### src/hw/cbdm_regs.vh
// Purpose: Constants of the clock bank divider and mux block: register map, field positions, loop figures.
// Assumes: Byte addresses on a 32-bit Avalon-MM slave, one register per aligned word.
// Notes on behaviour
// The reference select picks the differential reference when low and the single-ended one when high.
// With the loop inactive the chosen reference bypasses the oscillator and feeds the bank dividers.
// With the loop active the bank dividers are fed from the locked oscillator.
// In test mode the divider path is fully static and works at any reference rate down to zero.
// All clock outputs are enabled while output-off is low and disabled while it is high.
// While outputs are disabled the oscillator is forced to its minimum frequency.
// Disabling outputs in loop mode loses lock, and re-enabling them lets the loop relock.
// Bank A gives the source divided by two when its select is low and by four when high.
// Banks B, C and D each give the source divided by four when low and by eight when high.
// The oscillator runs at two, four or eight times the reference, set by the fed-back bank ratio.
// Bank A and B drive one output, C two and D five, all outputs of a bank at one frequency.
// The board wires one bank output to the feedback input and keeps the oscillator in range.
// All banks divide one shared source so outputs of different banks stay phase aligned.
`ifndef CBDM_REGS_VH
`define CBDM_REGS_VH

// ==========================================
// Register map
`define CBDM_OFS_CTRL        4'h0
`define CBDM_OFS_STATUS      4'h4
`define CBDM_OFS_PERIOD      4'h8
`define CBDM_OFS_REF_PERIOD  4'hC
`define CBDM_RD_ZERO         32'h0000_0000

// ==========================================
// Control fields
`define CBDM_CTRL_W          7
`define CBDM_CTRL_RESET      7'h02
`define CBDM_CTRL_REF_SEL    0
`define CBDM_CTRL_LOOP_ON    1
`define CBDM_CTRL_OUT_OFF    2
`define CBDM_CTRL_FSEL_LO    3
`define CBDM_CTRL_FSEL_HI    6

// ==========================================
// Status fields
`define CBDM_STAT_LOCKED     0
`define CBDM_STAT_TEST       1
`define CBDM_STAT_OUT_ON     2
`define CBDM_STAT_REF_SEL    3

// ==========================================
// Divider taps: tap bit n of the source counter is the source divided by 2^(n+1)
`define CBDM_DIV_W           3
`define CBDM_TAP_A_LOW       0
`define CBDM_TAP_BCD_LOW     1

// ==========================================
// Oscillator and loop figures: periods and tolerance in mclk cycles, widths in bits, lock count in reference edges
`define CBDM_PER_W           16
`define CBDM_OSC_MIN_PER     16'h0004
`define CBDM_OSC_MAX_PER     16'h0100
`define CBDM_LOOP_TOL        16'h0001
`define CBDM_LOCK_W          4
`define CBDM_LOCK_COUNT      4'h8

`endif

### src/hw/cbdm_bank_div.v
// Purpose: Four bank dividers on one shared source counter, with output gating.
// Assumes: src_tick is a one-cycle pulse per rising source edge.
// Notes: Sharing one counter keeps every bank edge on a common source edge.
`timescale 1ns/1ns
`include "cbdm_regs.vh"

module cbdm_bank_div #(
  parameter C_OUTS = 2,
  parameter D_OUTS = 5
) (
  mclk,
  rst_n,
  src_tick,
  div_sel,
  out_en,
  bank_a_clock_out,
  bank_b_clock_out,
  bank_c_clock_outs,
  bank_d_clock_outs
);
  input  wire              mclk;
  input  wire              rst_n;
  input  wire              src_tick;
  input  wire [3:0]        div_sel;
  input  wire              out_en;
  output reg               bank_a_clock_out;
  output reg               bank_b_clock_out;
  output reg  [C_OUTS-1:0] bank_c_clock_outs;
  output reg  [D_OUTS-1:0] bank_d_clock_outs;

  reg  [`CBDM_DIV_W-1:0] src_cnt;
  wire [3:0]             bank_level;

  // ==========================================
  // Shared source counter
  // one shared source
  // edge driven, no rate floor
  always @(posedge mclk or negedge rst_n) begin
    if (!rst_n) begin
      src_cnt <= 3'h0;
    end else if (src_tick) begin
      src_cnt <= src_cnt + 3'h1;
    end
  end

  // ==========================================
  // Per-bank tap selection
  genvar b;
  generate
    for (b = 0; b < 4; b = b + 1) begin : g_bank
      localparam integer LOW = (b == 0) ? `CBDM_TAP_A_LOW : `CBDM_TAP_BCD_LOW;
      // bank A ratios
      // banks B to D ratios
      assign bank_level[b] = div_sel[b] ? src_cnt[LOW+1] : src_cnt[LOW];
    end
  endgenerate

  // ==========================================
  // Output stage
  always @(posedge mclk or negedge rst_n) begin
    if (!rst_n) begin
      bank_a_clock_out  <= 1'b0;
      bank_b_clock_out  <= 1'b0;
      bank_c_clock_outs <= {C_OUTS{1'b0}};
      bank_d_clock_outs <= {D_OUTS{1'b0}};
    end else begin
      // output gating
      // bank fanout
      bank_a_clock_out  <= out_en & bank_level[0];
      bank_b_clock_out  <= out_en & bank_level[1];
      bank_c_clock_outs <= {C_OUTS{out_en & bank_level[2]}};
      bank_d_clock_outs <= {D_OUTS{out_en & bank_level[3]}};
    end
  end
endmodule // cbdm_bank_div

### src/hw/cbdm_osc.v
// Purpose: Digital model of the loop oscillator, a period counter emitting one tick per cycle.
// Assumes: The period steers by one mclk per correction pulse; force_min wins over both steps.
// Notes: Period bounds set the oscillator range; a larger period is a lower frequency.
`timescale 1ns/1ns
`include "cbdm_regs.vh"

module cbdm_osc #(
  parameter [`CBDM_PER_W-1:0] MIN_PER = `CBDM_OSC_MIN_PER,
  parameter [`CBDM_PER_W-1:0] MAX_PER = `CBDM_OSC_MAX_PER
) (
  mclk,
  rst_n,
  force_min,
  speed_up,
  slow_down,
  tick,
  period
);
  input  wire                   mclk;
  input  wire                   rst_n;
  input  wire                   force_min;
  input  wire                   speed_up;
  input  wire                   slow_down;
  output reg                    tick;
  output reg [`CBDM_PER_W-1:0]  period;

  localparam [`CBDM_PER_W-1:0] ONE = 16'h0001;

  reg [`CBDM_PER_W-1:0] cnt;

  // ==========================================
  // Frequency steering
  always @(posedge mclk or negedge rst_n) begin
    if (!rst_n) begin
      period <= `CBDM_OSC_MAX_PER;
    end else if (force_min) begin
      // minimum frequency
      period <= MAX_PER;
    end else if (speed_up && period > MIN_PER) begin
      period <= period - ONE;
    end else if (slow_down && period < MAX_PER) begin
      period <= period + ONE;
    end
  end

  // ==========================================
  // Tick generation
  always @(posedge mclk or negedge rst_n) begin
    if (!rst_n) begin
      cnt  <= 16'h0000;
      tick <= 1'b0;
    end else if (cnt >= period - ONE) begin
      cnt  <= 16'h0000;
      tick <= 1'b1;
    end else begin
      cnt  <= cnt + ONE;
      tick <= 1'b0;
    end
  end
endmodule // cbdm_osc

### src/hw/cbdm_top.v
// Purpose: Clock bank divider and mux: reference select, loop model, bank dividers, Avalon-MM control.
// Assumes: Clock-like inputs are synchronous samples at mclk; one bank output is wired to loop_feedback_in.
// Notes: Bus answers with waitrequest low in the cycle after a request is first seen.
//
// Our own choices: the placing of the registers and register access over Avalon-MM.
`timescale 1ns/1ns
`include "cbdm_regs.vh"

module cbdm_top #(
  parameter C_OUTS = 2,
  parameter D_OUTS = 5
) (
  mclk,
  nrst,
  address,
  read,
  write,
  writedata,
  byteenable,
  readdata,
  waitrequest,
  diff_ref_clock_p,
  diff_ref_clock_n,
  single_ended_ref_clock,
  loop_feedback_in,
  bank_a_clock_out,
  bank_b_clock_out,
  bank_c_clock_outs,
  bank_d_clock_outs
);
  input  wire              mclk;
  input  wire              nrst;
  input  wire [3:0]        address;
  input  wire              read;
  input  wire              write;
  input  wire [31:0]       writedata;
  input  wire [3:0]        byteenable;
  output reg  [31:0]       readdata;
  output reg               waitrequest;
  input  wire              diff_ref_clock_p;
  input  wire              diff_ref_clock_n;
  input  wire              single_ended_ref_clock;
  input  wire              loop_feedback_in;
  output wire              bank_a_clock_out;
  output wire              bank_b_clock_out;
  output wire [C_OUTS-1:0] bank_c_clock_outs;
  output wire [D_OUTS-1:0] bank_d_clock_outs;

  localparam [`CBDM_PER_W-1:0] PER_ONE = 16'h0001;
  localparam [`CBDM_PER_W-1:0] PER_SAT = 16'hFFFF;

  // ==========================================
  // Reset release
  reg rst_meta;
  reg rst_n;

  always @(posedge mclk or negedge nrst) begin
    if (!nrst) begin
      rst_meta <= 1'b0;
      rst_n    <= 1'b0;
    end else begin
      rst_meta <= 1'b1;
      rst_n    <= rst_meta;
    end
  end

  // ==========================================
  // Control register and decoded controls
  reg  [`CBDM_CTRL_W-1:0] ctrl;
  wire                    ref_sel  = ctrl[`CBDM_CTRL_REF_SEL];
  wire                    loop_on  = ctrl[`CBDM_CTRL_LOOP_ON];
  wire                    out_off  = ctrl[`CBDM_CTRL_OUT_OFF];
  wire [3:0]              div_sel  = ctrl[`CBDM_CTRL_FSEL_HI:`CBDM_CTRL_FSEL_LO];

  // ==========================================
  // Reference select and edge detection
  reg  ref_d;
  reg  fb_d;
  wire diff_level = diff_ref_clock_p & ~diff_ref_clock_n;
  // reference select
  wire ref_level  = ref_sel ? single_ended_ref_clock : diff_level;
  wire ref_edge   = ref_level & ~ref_d;
  wire fb_edge    = loop_feedback_in & ~fb_d;

  always @(posedge mclk or negedge rst_n) begin
    if (!rst_n) begin
      ref_d <= 1'b0;
      fb_d  <= 1'b0;
    end else begin
      ref_d <= ref_level;
      fb_d  <= loop_feedback_in;
    end
  end

  // ==========================================
  // Period measurement of reference and feedback
  reg [`CBDM_PER_W-1:0] ref_cnt;
  reg [`CBDM_PER_W-1:0] fb_cnt;
  reg [`CBDM_PER_W-1:0] ref_per;
  reg [`CBDM_PER_W-1:0] fb_per;
  reg                   fb_valid;

  always @(posedge mclk or negedge rst_n) begin
    if (!rst_n) begin
      ref_cnt <= 16'h0000;
      ref_per <= 16'h0000;
    end else if (ref_edge) begin
      ref_per <= ref_cnt + PER_ONE;
      ref_cnt <= 16'h0000;
    end else if (ref_cnt != PER_SAT) begin
      ref_cnt <= ref_cnt + PER_ONE;
    end
  end

  always @(posedge mclk or negedge rst_n) begin
    if (!rst_n) begin
      fb_cnt   <= 16'h0000;
      fb_per   <= 16'h0000;
      fb_valid <= 1'b0;
    end else if (out_off) begin
      // loop open, feedback stale
      fb_cnt   <= 16'h0000;
      fb_valid <= 1'b0;
    end else if (fb_edge) begin
      fb_per   <= fb_cnt + PER_ONE;
      fb_cnt   <= 16'h0000;
      fb_valid <= 1'b1;
    end else if (fb_cnt != PER_SAT) begin
      fb_cnt <= fb_cnt + PER_ONE;
    end else begin
      // A silent feedback input means the loop has no feedback
      fb_valid <= 1'b0;
    end
  end

  // ==========================================
  // Frequency compare and lock detection
  reg                    speed_up;
  reg                    slow_down;
  reg                    locked;
  reg [`CBDM_LOCK_W-1:0] match_cnt;
  reg [1:0]              fb_fresh;
  wire                   loop_run  = loop_on & ~out_off & fb_valid;
  wire                   fb_slow   = fb_per > ref_per + `CBDM_LOOP_TOL;
  wire                   fb_fast   = fb_per + `CBDM_LOOP_TOL < ref_per;
  wire [`CBDM_PER_W:0]   ref_twice = {ref_per, 1'b0};
  wire                   fb_far    = {1'b0, fb_per} > ref_twice;
  // Near lock a step waits for a feedback period measured wholly after the last step;
  // a stale reading would push the period past the lock point and make the loop hunt
  wire                   step_ok   = fb_far | fb_fresh[1];
  wire                   step_now  = loop_run & ref_edge & step_ok & (fb_slow | fb_fast);

  // Feedback edges seen since the last period step, saturating at two
  always @(posedge mclk or negedge rst_n) begin
    if (!rst_n) begin
      fb_fresh <= 2'h0;
    end else if (step_now) begin
      fb_fresh <= 2'h0;
    end else if (fb_edge && !fb_fresh[1]) begin
      fb_fresh <= fb_fresh + 2'h1;
    end
  end

  always @(posedge mclk or negedge rst_n) begin
    if (!rst_n) begin
      speed_up  <= 1'b0;
      slow_down <= 1'b0;
      locked    <= 1'b0;
      match_cnt <= 4'h0;
    end else if (!loop_run) begin
      // lock lost without feedback
      speed_up  <= 1'b0;
      slow_down <= 1'b0;
      locked    <= 1'b0;
      match_cnt <= 4'h0;
    end else if (ref_edge) begin
      // oscillator tracks ratio
      speed_up  <= fb_slow & step_ok;
      slow_down <= fb_fast & step_ok;
      if (fb_slow || fb_fast) begin
        locked    <= 1'b0;
        match_cnt <= 4'h0;
      end else if (match_cnt == `CBDM_LOCK_COUNT) begin
        // loop recovers
        locked <= 1'b1;
      end else begin
        match_cnt <= match_cnt + 4'h1;
      end
    end else begin
      speed_up  <= 1'b0;
      slow_down <= 1'b0;
    end
  end

  // ==========================================
  // Oscillator
  wire                   osc_tick;
  wire [`CBDM_PER_W-1:0] osc_period;

  // forced slow while outputs off
  cbdm_osc u_osc (
    .mclk      (mclk),
    .rst_n     (rst_n),
    .force_min (out_off),
    .speed_up  (speed_up),
    .slow_down (slow_down),
    .tick      (osc_tick),
    .period    (osc_period)
  );

  // ==========================================
  // Source mux into the bank dividers
  // test mode bypass
  // oscillator feeds dividers
  wire src_tick = loop_on ? osc_tick : ref_edge;

  cbdm_bank_div #(
    .C_OUTS (C_OUTS),
    .D_OUTS (D_OUTS)
  ) u_div (
    .mclk              (mclk),
    .rst_n             (rst_n),
    .src_tick          (src_tick),
    .div_sel           (div_sel),
    .out_en            (~out_off),
    .bank_a_clock_out  (bank_a_clock_out),
    .bank_b_clock_out  (bank_b_clock_out),
    .bank_c_clock_outs (bank_c_clock_outs),
    .bank_d_clock_outs (bank_d_clock_outs)
  );

  // ==========================================
  // Avalon-MM slave
  // A request is seen with waitrequest high, answered one cycle later with waitrequest low,
  // and completed on the edge that samples it low; a request still held then sees one cycle of waitrequest high and is answered again.
  wire req    = read | write;
  wire finish = req & ~waitrequest;
  reg  [31:0] next_readdata;

  always @* begin
    next_readdata = `CBDM_RD_ZERO;
    case (address)
      `CBDM_OFS_CTRL: begin
        next_readdata[`CBDM_CTRL_W-1:0] = ctrl;
      end
      `CBDM_OFS_STATUS: begin
        next_readdata[`CBDM_STAT_LOCKED]  = locked;
        next_readdata[`CBDM_STAT_TEST]    = ~loop_on;
        next_readdata[`CBDM_STAT_OUT_ON]  = ~out_off;
        next_readdata[`CBDM_STAT_REF_SEL] = ref_sel;
      end
      `CBDM_OFS_PERIOD: begin
        next_readdata[`CBDM_PER_W-1:0] = osc_period;
      end
      `CBDM_OFS_REF_PERIOD: begin
        next_readdata[`CBDM_PER_W-1:0] = ref_per;
      end
      default: begin
        next_readdata = `CBDM_RD_ZERO;
      end
    endcase
  end

  always @(posedge mclk or negedge rst_n) begin
    if (!rst_n) begin
      waitrequest <= 1'b1;
      readdata    <= `CBDM_RD_ZERO;
    end else if (req && waitrequest) begin
      waitrequest <= 1'b0;
      if (read) begin
        readdata <= next_readdata;
      end
    end else begin
      waitrequest <= 1'b1;
    end
  end

  always @(posedge mclk or negedge rst_n) begin
    if (!rst_n) begin
      ctrl <= `CBDM_CTRL_RESET;
    end else if (finish && write && address == `CBDM_OFS_CTRL && byteenable[0]) begin
      // software output-off control
      ctrl <= writedata[`CBDM_CTRL_W-1:0];
    end
  end
endmodule // cbdm_top

### config.mk
export PLATFORM = sky130hd
export DESIGN_NAME = cbdm_top
export DESIGN_NICKNAME = d
export VERILOG_FILES = /design/src/hw/cbdm_bank_div.v /design/src/hw/cbdm_osc.v /design/src/hw/cbdm_top.v
export VERILOG_INCLUDE_DIRS = /design/src /design/src/hw
export SDC_FILE = /design/constraint.sdc
export NUM_CORES = 1
export LEC_CHECK = 0
export ABC_AREA = 1
export BUFFER_PORTS_ARGS = -buffer_cell sky130_fd_sc_hd__buf_2
export CORE_MARGIN = 1.5
export CORE_UTILIZATION = 45
export CTS_BUF_LIST = sky130_fd_sc_hd__clkbuf_4 sky130_fd_sc_hd__clkbuf_8
export DETAILED_ROUTE_END_ITERATION = 8
export GPL_TIMING_DRIVEN = 0
export PLACE_DENSITY = 0.72
export SETUP_SLACK_MARGIN = 0.3
export SLEW_MARGIN = 5
export SYNTH_ARGS = -nofsm -noshare
export SYNTH_HDL_FRONTEND = slang
export SYNTH_SLANG_ARGS = --single-unit
### constraint.sdc
create_clock -name mclk -period 11.9 [get_ports mclk]
set_clock_uncertainty 0.05 [all_clocks]
set_input_delay 1.19 -clock mclk [delete_from_list [all_inputs] [get_ports mclk]]
set_output_delay 1.19 -clock mclk [all_outputs]
set_load 0.005 [all_outputs]
# Word level (Yosys, flattened, before mapping)
# Index checks and enable logic that the tools add are counted.
# word_totals
ff_bits,142
input_bits,48
output_inout_bits,42
elab_cells,130
# op_classes
addsub,10
magnitude_cmp,6
n_eq_ne,10
n_mux,37
bitwise_logic,24
reduce_logical,18
# ops
op,count
2-to-1 mux 16 bit,9
adder 16 x 1 -> 16 bit (second input constant),6
inequality test 16 bit (second input constant),2
2-to-1 mux 1 bit,19
one-hot mux 9 bit (2 select lines),1
greater-than comparator 16 x 17 -> 1 bit,1
>= comparator 16 bit,1
greater-than comparator 16 bit,1
greater-than comparator 16 x 3 -> 1 bit (second input constant),1
< comparator 16 bit,1
< comparator 16 x 9 -> 1 bit (second input constant),1
2-to-1 mux 4 bit,4
one-hot mux 4 bit (4 select lines),1
subtractor 16 x 1 -> 16 bit (second input constant),1
bitwise AND 1 bit,15
equality test 4 bit (second input constant),3
one-hot mux 3 bit (3 select lines),1
AND reduction 2 bit,4
logical AND 1 bit,7
inequality test 3 bit (second input constant),2
inverter 1 bit,6
nonzero test 3 bit,2
adder 4 x 1 -> 4 bit (second input constant),1
equality test 4 x 3 -> 1 bit (second input constant),1
other kinds (10),14

# Depth between registers and ports, before layout
# logic_depth
depth_word,8
ltp_mapped,20
ltp_nobuf,20

# Hierarchy
# Synthesis repeated with hierarchy kept, for this count alone.
# unflattened
hier_cells,1298
area_unflattened_um2,9700.6
# modules_own_cells
mod,instances,cells_each,area_per_inst_um2,seq_area_each_um2
cbdm_top,1,840,6607.6,2555.0
cbdm_osc,1,419,2760.1,827.0
cbdm_bank_div,1,39,332.8,175.2

# Worst setup path before layout
# Ideal clock, no wire load.
# synth_timing
path_type,reg-to-reg
from,register ref_per[0]
to,register match_cnt[0]
setup_time_ns,0.118
t_arrival_ns,2.624
t_required_ns,11.732
slack_ns,9.108
stages_incl_launch_ff,21
path_buffers,0
period_less_slack_ns,2.792
path_cell_list,dfrtp_1 -> ha_1 -> nand3_1 -> nor2_2 -> nand2_2 -> nor3_2 -> nand2_1 -> nor2_2 -> nand3_2 -> nor2_2 -> xor2_1 -> ha_1 -> nand2_1 -> nor3_1 -> nand2_1 -> nand2_1 -> nand2_1 -> nand3_1 -> nand2_1 -> nand3_1 -> nand2_1
# synth_between
elab_chain_len,6
elab_cells_between_ends,9
cone_classes,1 x add/sub; 2 x order compare; 1 x eq/ne; 3 x mux; 2 x reduce/logical
# synth_lines
item,line_no,rtl
start: declaration,cbdm_top.v:99,reg [`CBDM_PER_W-1:0] ref_per;
start signal: assignment,cbdm_top.v:108,ref_per <= ref_cnt + PER_ONE;
adder 16 x 1 -> 16 bit (no source line),-,
greater-than comparator 16 bit (no source line),-,
logical OR 1 bit (*),cbdm_top.v:180,if (fb_slow || fb_fast) begin
2-to-1 mux 4 bit,cbdm_top.v:180,
2-to-1 mux 4 bit,cbdm_top.v:176,end else if (ref_edge) begin
2-to-1 mux 4 bit,cbdm_top.v:170,end else if (!loop_run) begin
end signal: assignment,cbdm_top.v:187,match_cnt <= match_cnt + 4'h1;
end: declaration,cbdm_top.v:141,reg [`CBDM_LOCK_W-1:0] match_cnt;
# Mark *: on every way between the ends. The rest lies on a longest branch, timed or not. The select of a mux whose other input is x is not followed.
# A chain may end at the register's enable or synchronous reset.

# Worst setup path in the final report
# Same ends and word-level chain as after synthesis.

==> summary.txt <==
Detailed routing
  • Initial DRC count: 459
  • Initial DRT Pass Iterations: 4
  • Vias per cell: 5.12
  • Post-route ant nets: 0
  • WL final: 22.3 mm
  • Total number of vias: 7,878
  • Wire length per cell: 14.5 um
  • DRC violations left: 0

Clock tree
  • Cts repair resizes: 0
  • Clock sinks: 142
  • Cts hold-fix bufs: 0
  • Clock-pin slew on the worst setup and hold paths: 0.08 ns
  • CTS tree: built
  • Clock root cell: clkbuf_8
  • Post-CTS Setup Bufs: 0
  • Longest Clk Path Bufs: 2
  • H-tree depth: 4
  • Latest clock arrival within the worst-skew pair: 0.46 ns
  • CTS Buf Count: 17

Power and ir drop
  • Leak pwr: 5.12 nW
  • PnR Total Power: 0.00154 W
  • VDD IR max: 0.0000699 V
  • P per Cell Area: 148 nW/um^2

Synth
  • Area share of the largest cell type after synthesis: 37.3%
  • Ys Warns: 0
  • Flops & latches, synth: 142
  • Post-synth ARST share: 100%
  • Synth cell count leaders: nand2_1 (270), dfrtp_1 (139), inv_1 (135), nor2_1 (85), o21ai_0 (75)
  • Post-synthesis instance total: 1,176
  • Synth top area cells: dfrtp_1 (37%), nand2_1 (11%), ha_1 (9.8%)
  • Synth Area in XOR/XNOR: 7.41%
  • Top-count cell post-synth: nand2_1
  • Netlist cell types: 48
  • Synthesized area: 9340 sq um
  • Main combinational cell family by area after synthesis: simple AND/OR/NAND/NOR gates
  • Mux share of post-synthesis cell area: 0.121%
  • Mean post-synth cell area: 7.94 sq um
  • Synth Area in Simple Gates: 25.5%
  • Post-synthesis adder-cell area fraction: 9.78%
  • Synth Area in Compound Gates: 10.3%
  • Sequential area share after synthesis: 38.1%
  • Area leader, netlist: dfrtp_1
  • Post-synth EDFFs: 0
  • Synth Flop Type: dfrtp_1

Die
  • Die H: 147 um
  • CORE AREA: 20,300 sq um
  • Die area: 21,600 sq um
  • Row cnt: 52
  • Initial Util: 46.0%
  • I/O Pins: 90
  • Die width: 147 um

Place
  • Port bufs: 45
  • GP Congestion: 0.927
  • Post-DP HPWL: 17.3 mm

Global routing
  • Vias in the first global route: 7,638
  • Largest net degree at the start of global routing: 55
  • Total track usage: 22.0%
  • Global route overflow: 0
  • Initial antenna violation count: 0
  • Global-route wire length before repair: 37.7 mm

Finish
  • N_diodes: 0
  • Share of cells above drive strength 1: 14.3%
  • Layout Nets: 1,378
  • Syn-to-layout area delta: 11.8%
  • Filler Cell Count: 1,985

Critical path
  • R2R setup slack: 8.46 ns
  • Cell family with most CP delay: simple AND/OR/NAND/NOR gates
  • Critical R2R Launch: ref_per[0]$_DFFE_PN0P_
  • Buf/Inv on CP: 0
  • CP Launch Type: flip-flop
  • R2R cell count: 19
  • Worst path slowest cell: dfrtp_1
  • Critical Path RT: 12.24 ns
  • Slowest stage delay, CP: 0.46 ns
  • Arrival @ worst endpoint: 3.78 ns
  • WS Path Type: reg2reg
  • Nature of the critical path endpoint: flip-flop
  • Max FO, Critical Path: 6
  • Critical-path cell list: ha_1 > nand3_1 > nor2_2 > nand2_2 > nor3_2 > nand2_1 > nor2_2 > nand3_2 > nor2_2 > xor2_1 > ha_1 > nand2_1 > nor3_1 > nand3_1 > nand2_1 > nand3_1 > nand2_1 > nand3_1 > nand2_1
  • FF-to-FF End: match_cnt[0]$_DFFE_PN0P_
  • Most used cell, CP: nand2_1

Timing
  • RSZ-0062 raised after global routing: no
  • Hold Slack: 0.276 ns
  • Setup TNS: 0 ns
  • Peak Freq: 291 MHz
  • Least-Margin Pin Slew: 0.706 ns
  • Post-route minimum period: 3.44 ns
  • Final-report setup violation count: 0
  • Fin crit share: 28.9%
  • Final hold vios: 0
  • Slew HR: 52.9%
  • Slew Viols, Final: 0

Worst hold path
  • Hold crit path type: reg2async

Outcome
  • Outcome: finished, final reports clean

Job
  • Max_cap viols: 0
## metrics by stage
| stage | util, % | std cells | area (sq um) | setup slack (ns) |
|---|---|---|---|---|
| global route | 51.4 | 1539 | 10400 | 8.13 |
| floorplan | - | 1191 | 9390 | 7.61 |
| detailed placement | 49.3 | 1508 | 10000 | 8.49 |
| global placement | 49.0 | 1506 | 9960 | 5.91 |
| CTS | 51.4 | 1539 | 10400 | 8.46 |
| finish | 51.4 | 1539 | 10400 | 8.46 |
## cells in the final DEF (no fill, tap or decap), types with 19 or more instances in the layout
| cell | instances |
|---|---|
| a21oi_1 | 47 |
| buf_2 | 52 |
| buf_4 | 21 |
| dfrtp_1 | 138 |
| ha_1 | 73 |
| inv_1 | 135 |
| nand2_1 | 270 |
| nand3_1 | 64 |
| nor2_1 | 85 |
| nor2_2 | 19 |
| o21ai_0 | 75 |
| o22ai_1 | 19 |
| xor2_1 | 67 |
## how the worst max path moves through the flow
stage / startpoint / endpoint / cells after the start
after CTS: ref_per[0]$_DFFE_PN0P_ / match_cnt[0]$_DFFE_PN0P_ / 19
after detailed placement: ref_per[0]$_DFFE_PN0P_ / match_cnt[3]$_DFFE_PN0P_ / 19
final: ref_per[0]$_DFFE_PN0P_ / match_cnt[0]$_DFFE_PN0P_ / 19
after floorplan: rst_n$_DFF_PN0_ / ctrl[0]$_DFFE_PN0P_ / 0
after global placement: rst_n$_DFF_PN0_ / readdata[11]$_DFFE_PN0P_ / 0
after global routing: ref_per[0]$_DFFE_PN0P_ / match_cnt[3]$_DFFE_PN0P_ / 19
## routing by layer
metal	up-vias	GRT usage (%)	share of wire, %
met4	0	8.30	2.5
met2	188	34.8	46
met3	34	4.44	5.2
met5	-	0	0
met1	3684	29.8	46
li1	3972	-	-
## logic make-up after synthesis
group / after synthesis
muxes: 1
adders and majority gates: 73
DFF: 142
and+or+nand+nor: 520
AOI/OAI and AO/OA: 175
buffers and inverters: 184
xor gates and xnor gates: 79
other: 2
## sequential cells by signal, summed over array words and instances (netlist names), 3 cells and up
register	flops
fb_cnt	16
fb_per	16
readdata	16
ref_cnt	16
ref_per	16
u_osc.cnt	16
u_osc.period	16
ctrl	7
match_cnt	4
u_div.src_cnt	3
## worst reg2reg max path, cell delays in order (launching register included)
cell and delay [ns]:
dfrtp_1 0.46, ha_1 0.23, nand3_1 0.13, nor2_2 0.12
nand2_2 0.07, nor3_2 0.17, nand2_1 0.10, nor2_2 0.14
nand3_2 0.11, nor2_2 0.11, xor2_1 0.07, ha_1 0.28
nand2_1 0.08, nor3_1 0.35, nand3_1 0.11, nand2_1 0.21
nand3_1 0.24, nand2_1 0.19, nand3_1 0.08, nand2_1 0.08
## report_power, final
group	total [W]	internal (W)	switching, W
Clock	0.000420	0.000233	0.000187
Combinational	0.000507	0.000191	0.000316
Sequential	0.000614	0.000544	0.0000704
## final cells by class
cell class	instances	area, sq um	area share, %
multi-input combinational	865	5020	48.1
sequential	142	3560	34.1
inverter	141	532	5.09
tap	270	338	3.24
buffer	43	283	2.71
timing repair buffer	47	280	2.68
clock buffer	19	255	2.45
clock inverter	12	169	1.62
(Power assumes the default switching activity.)
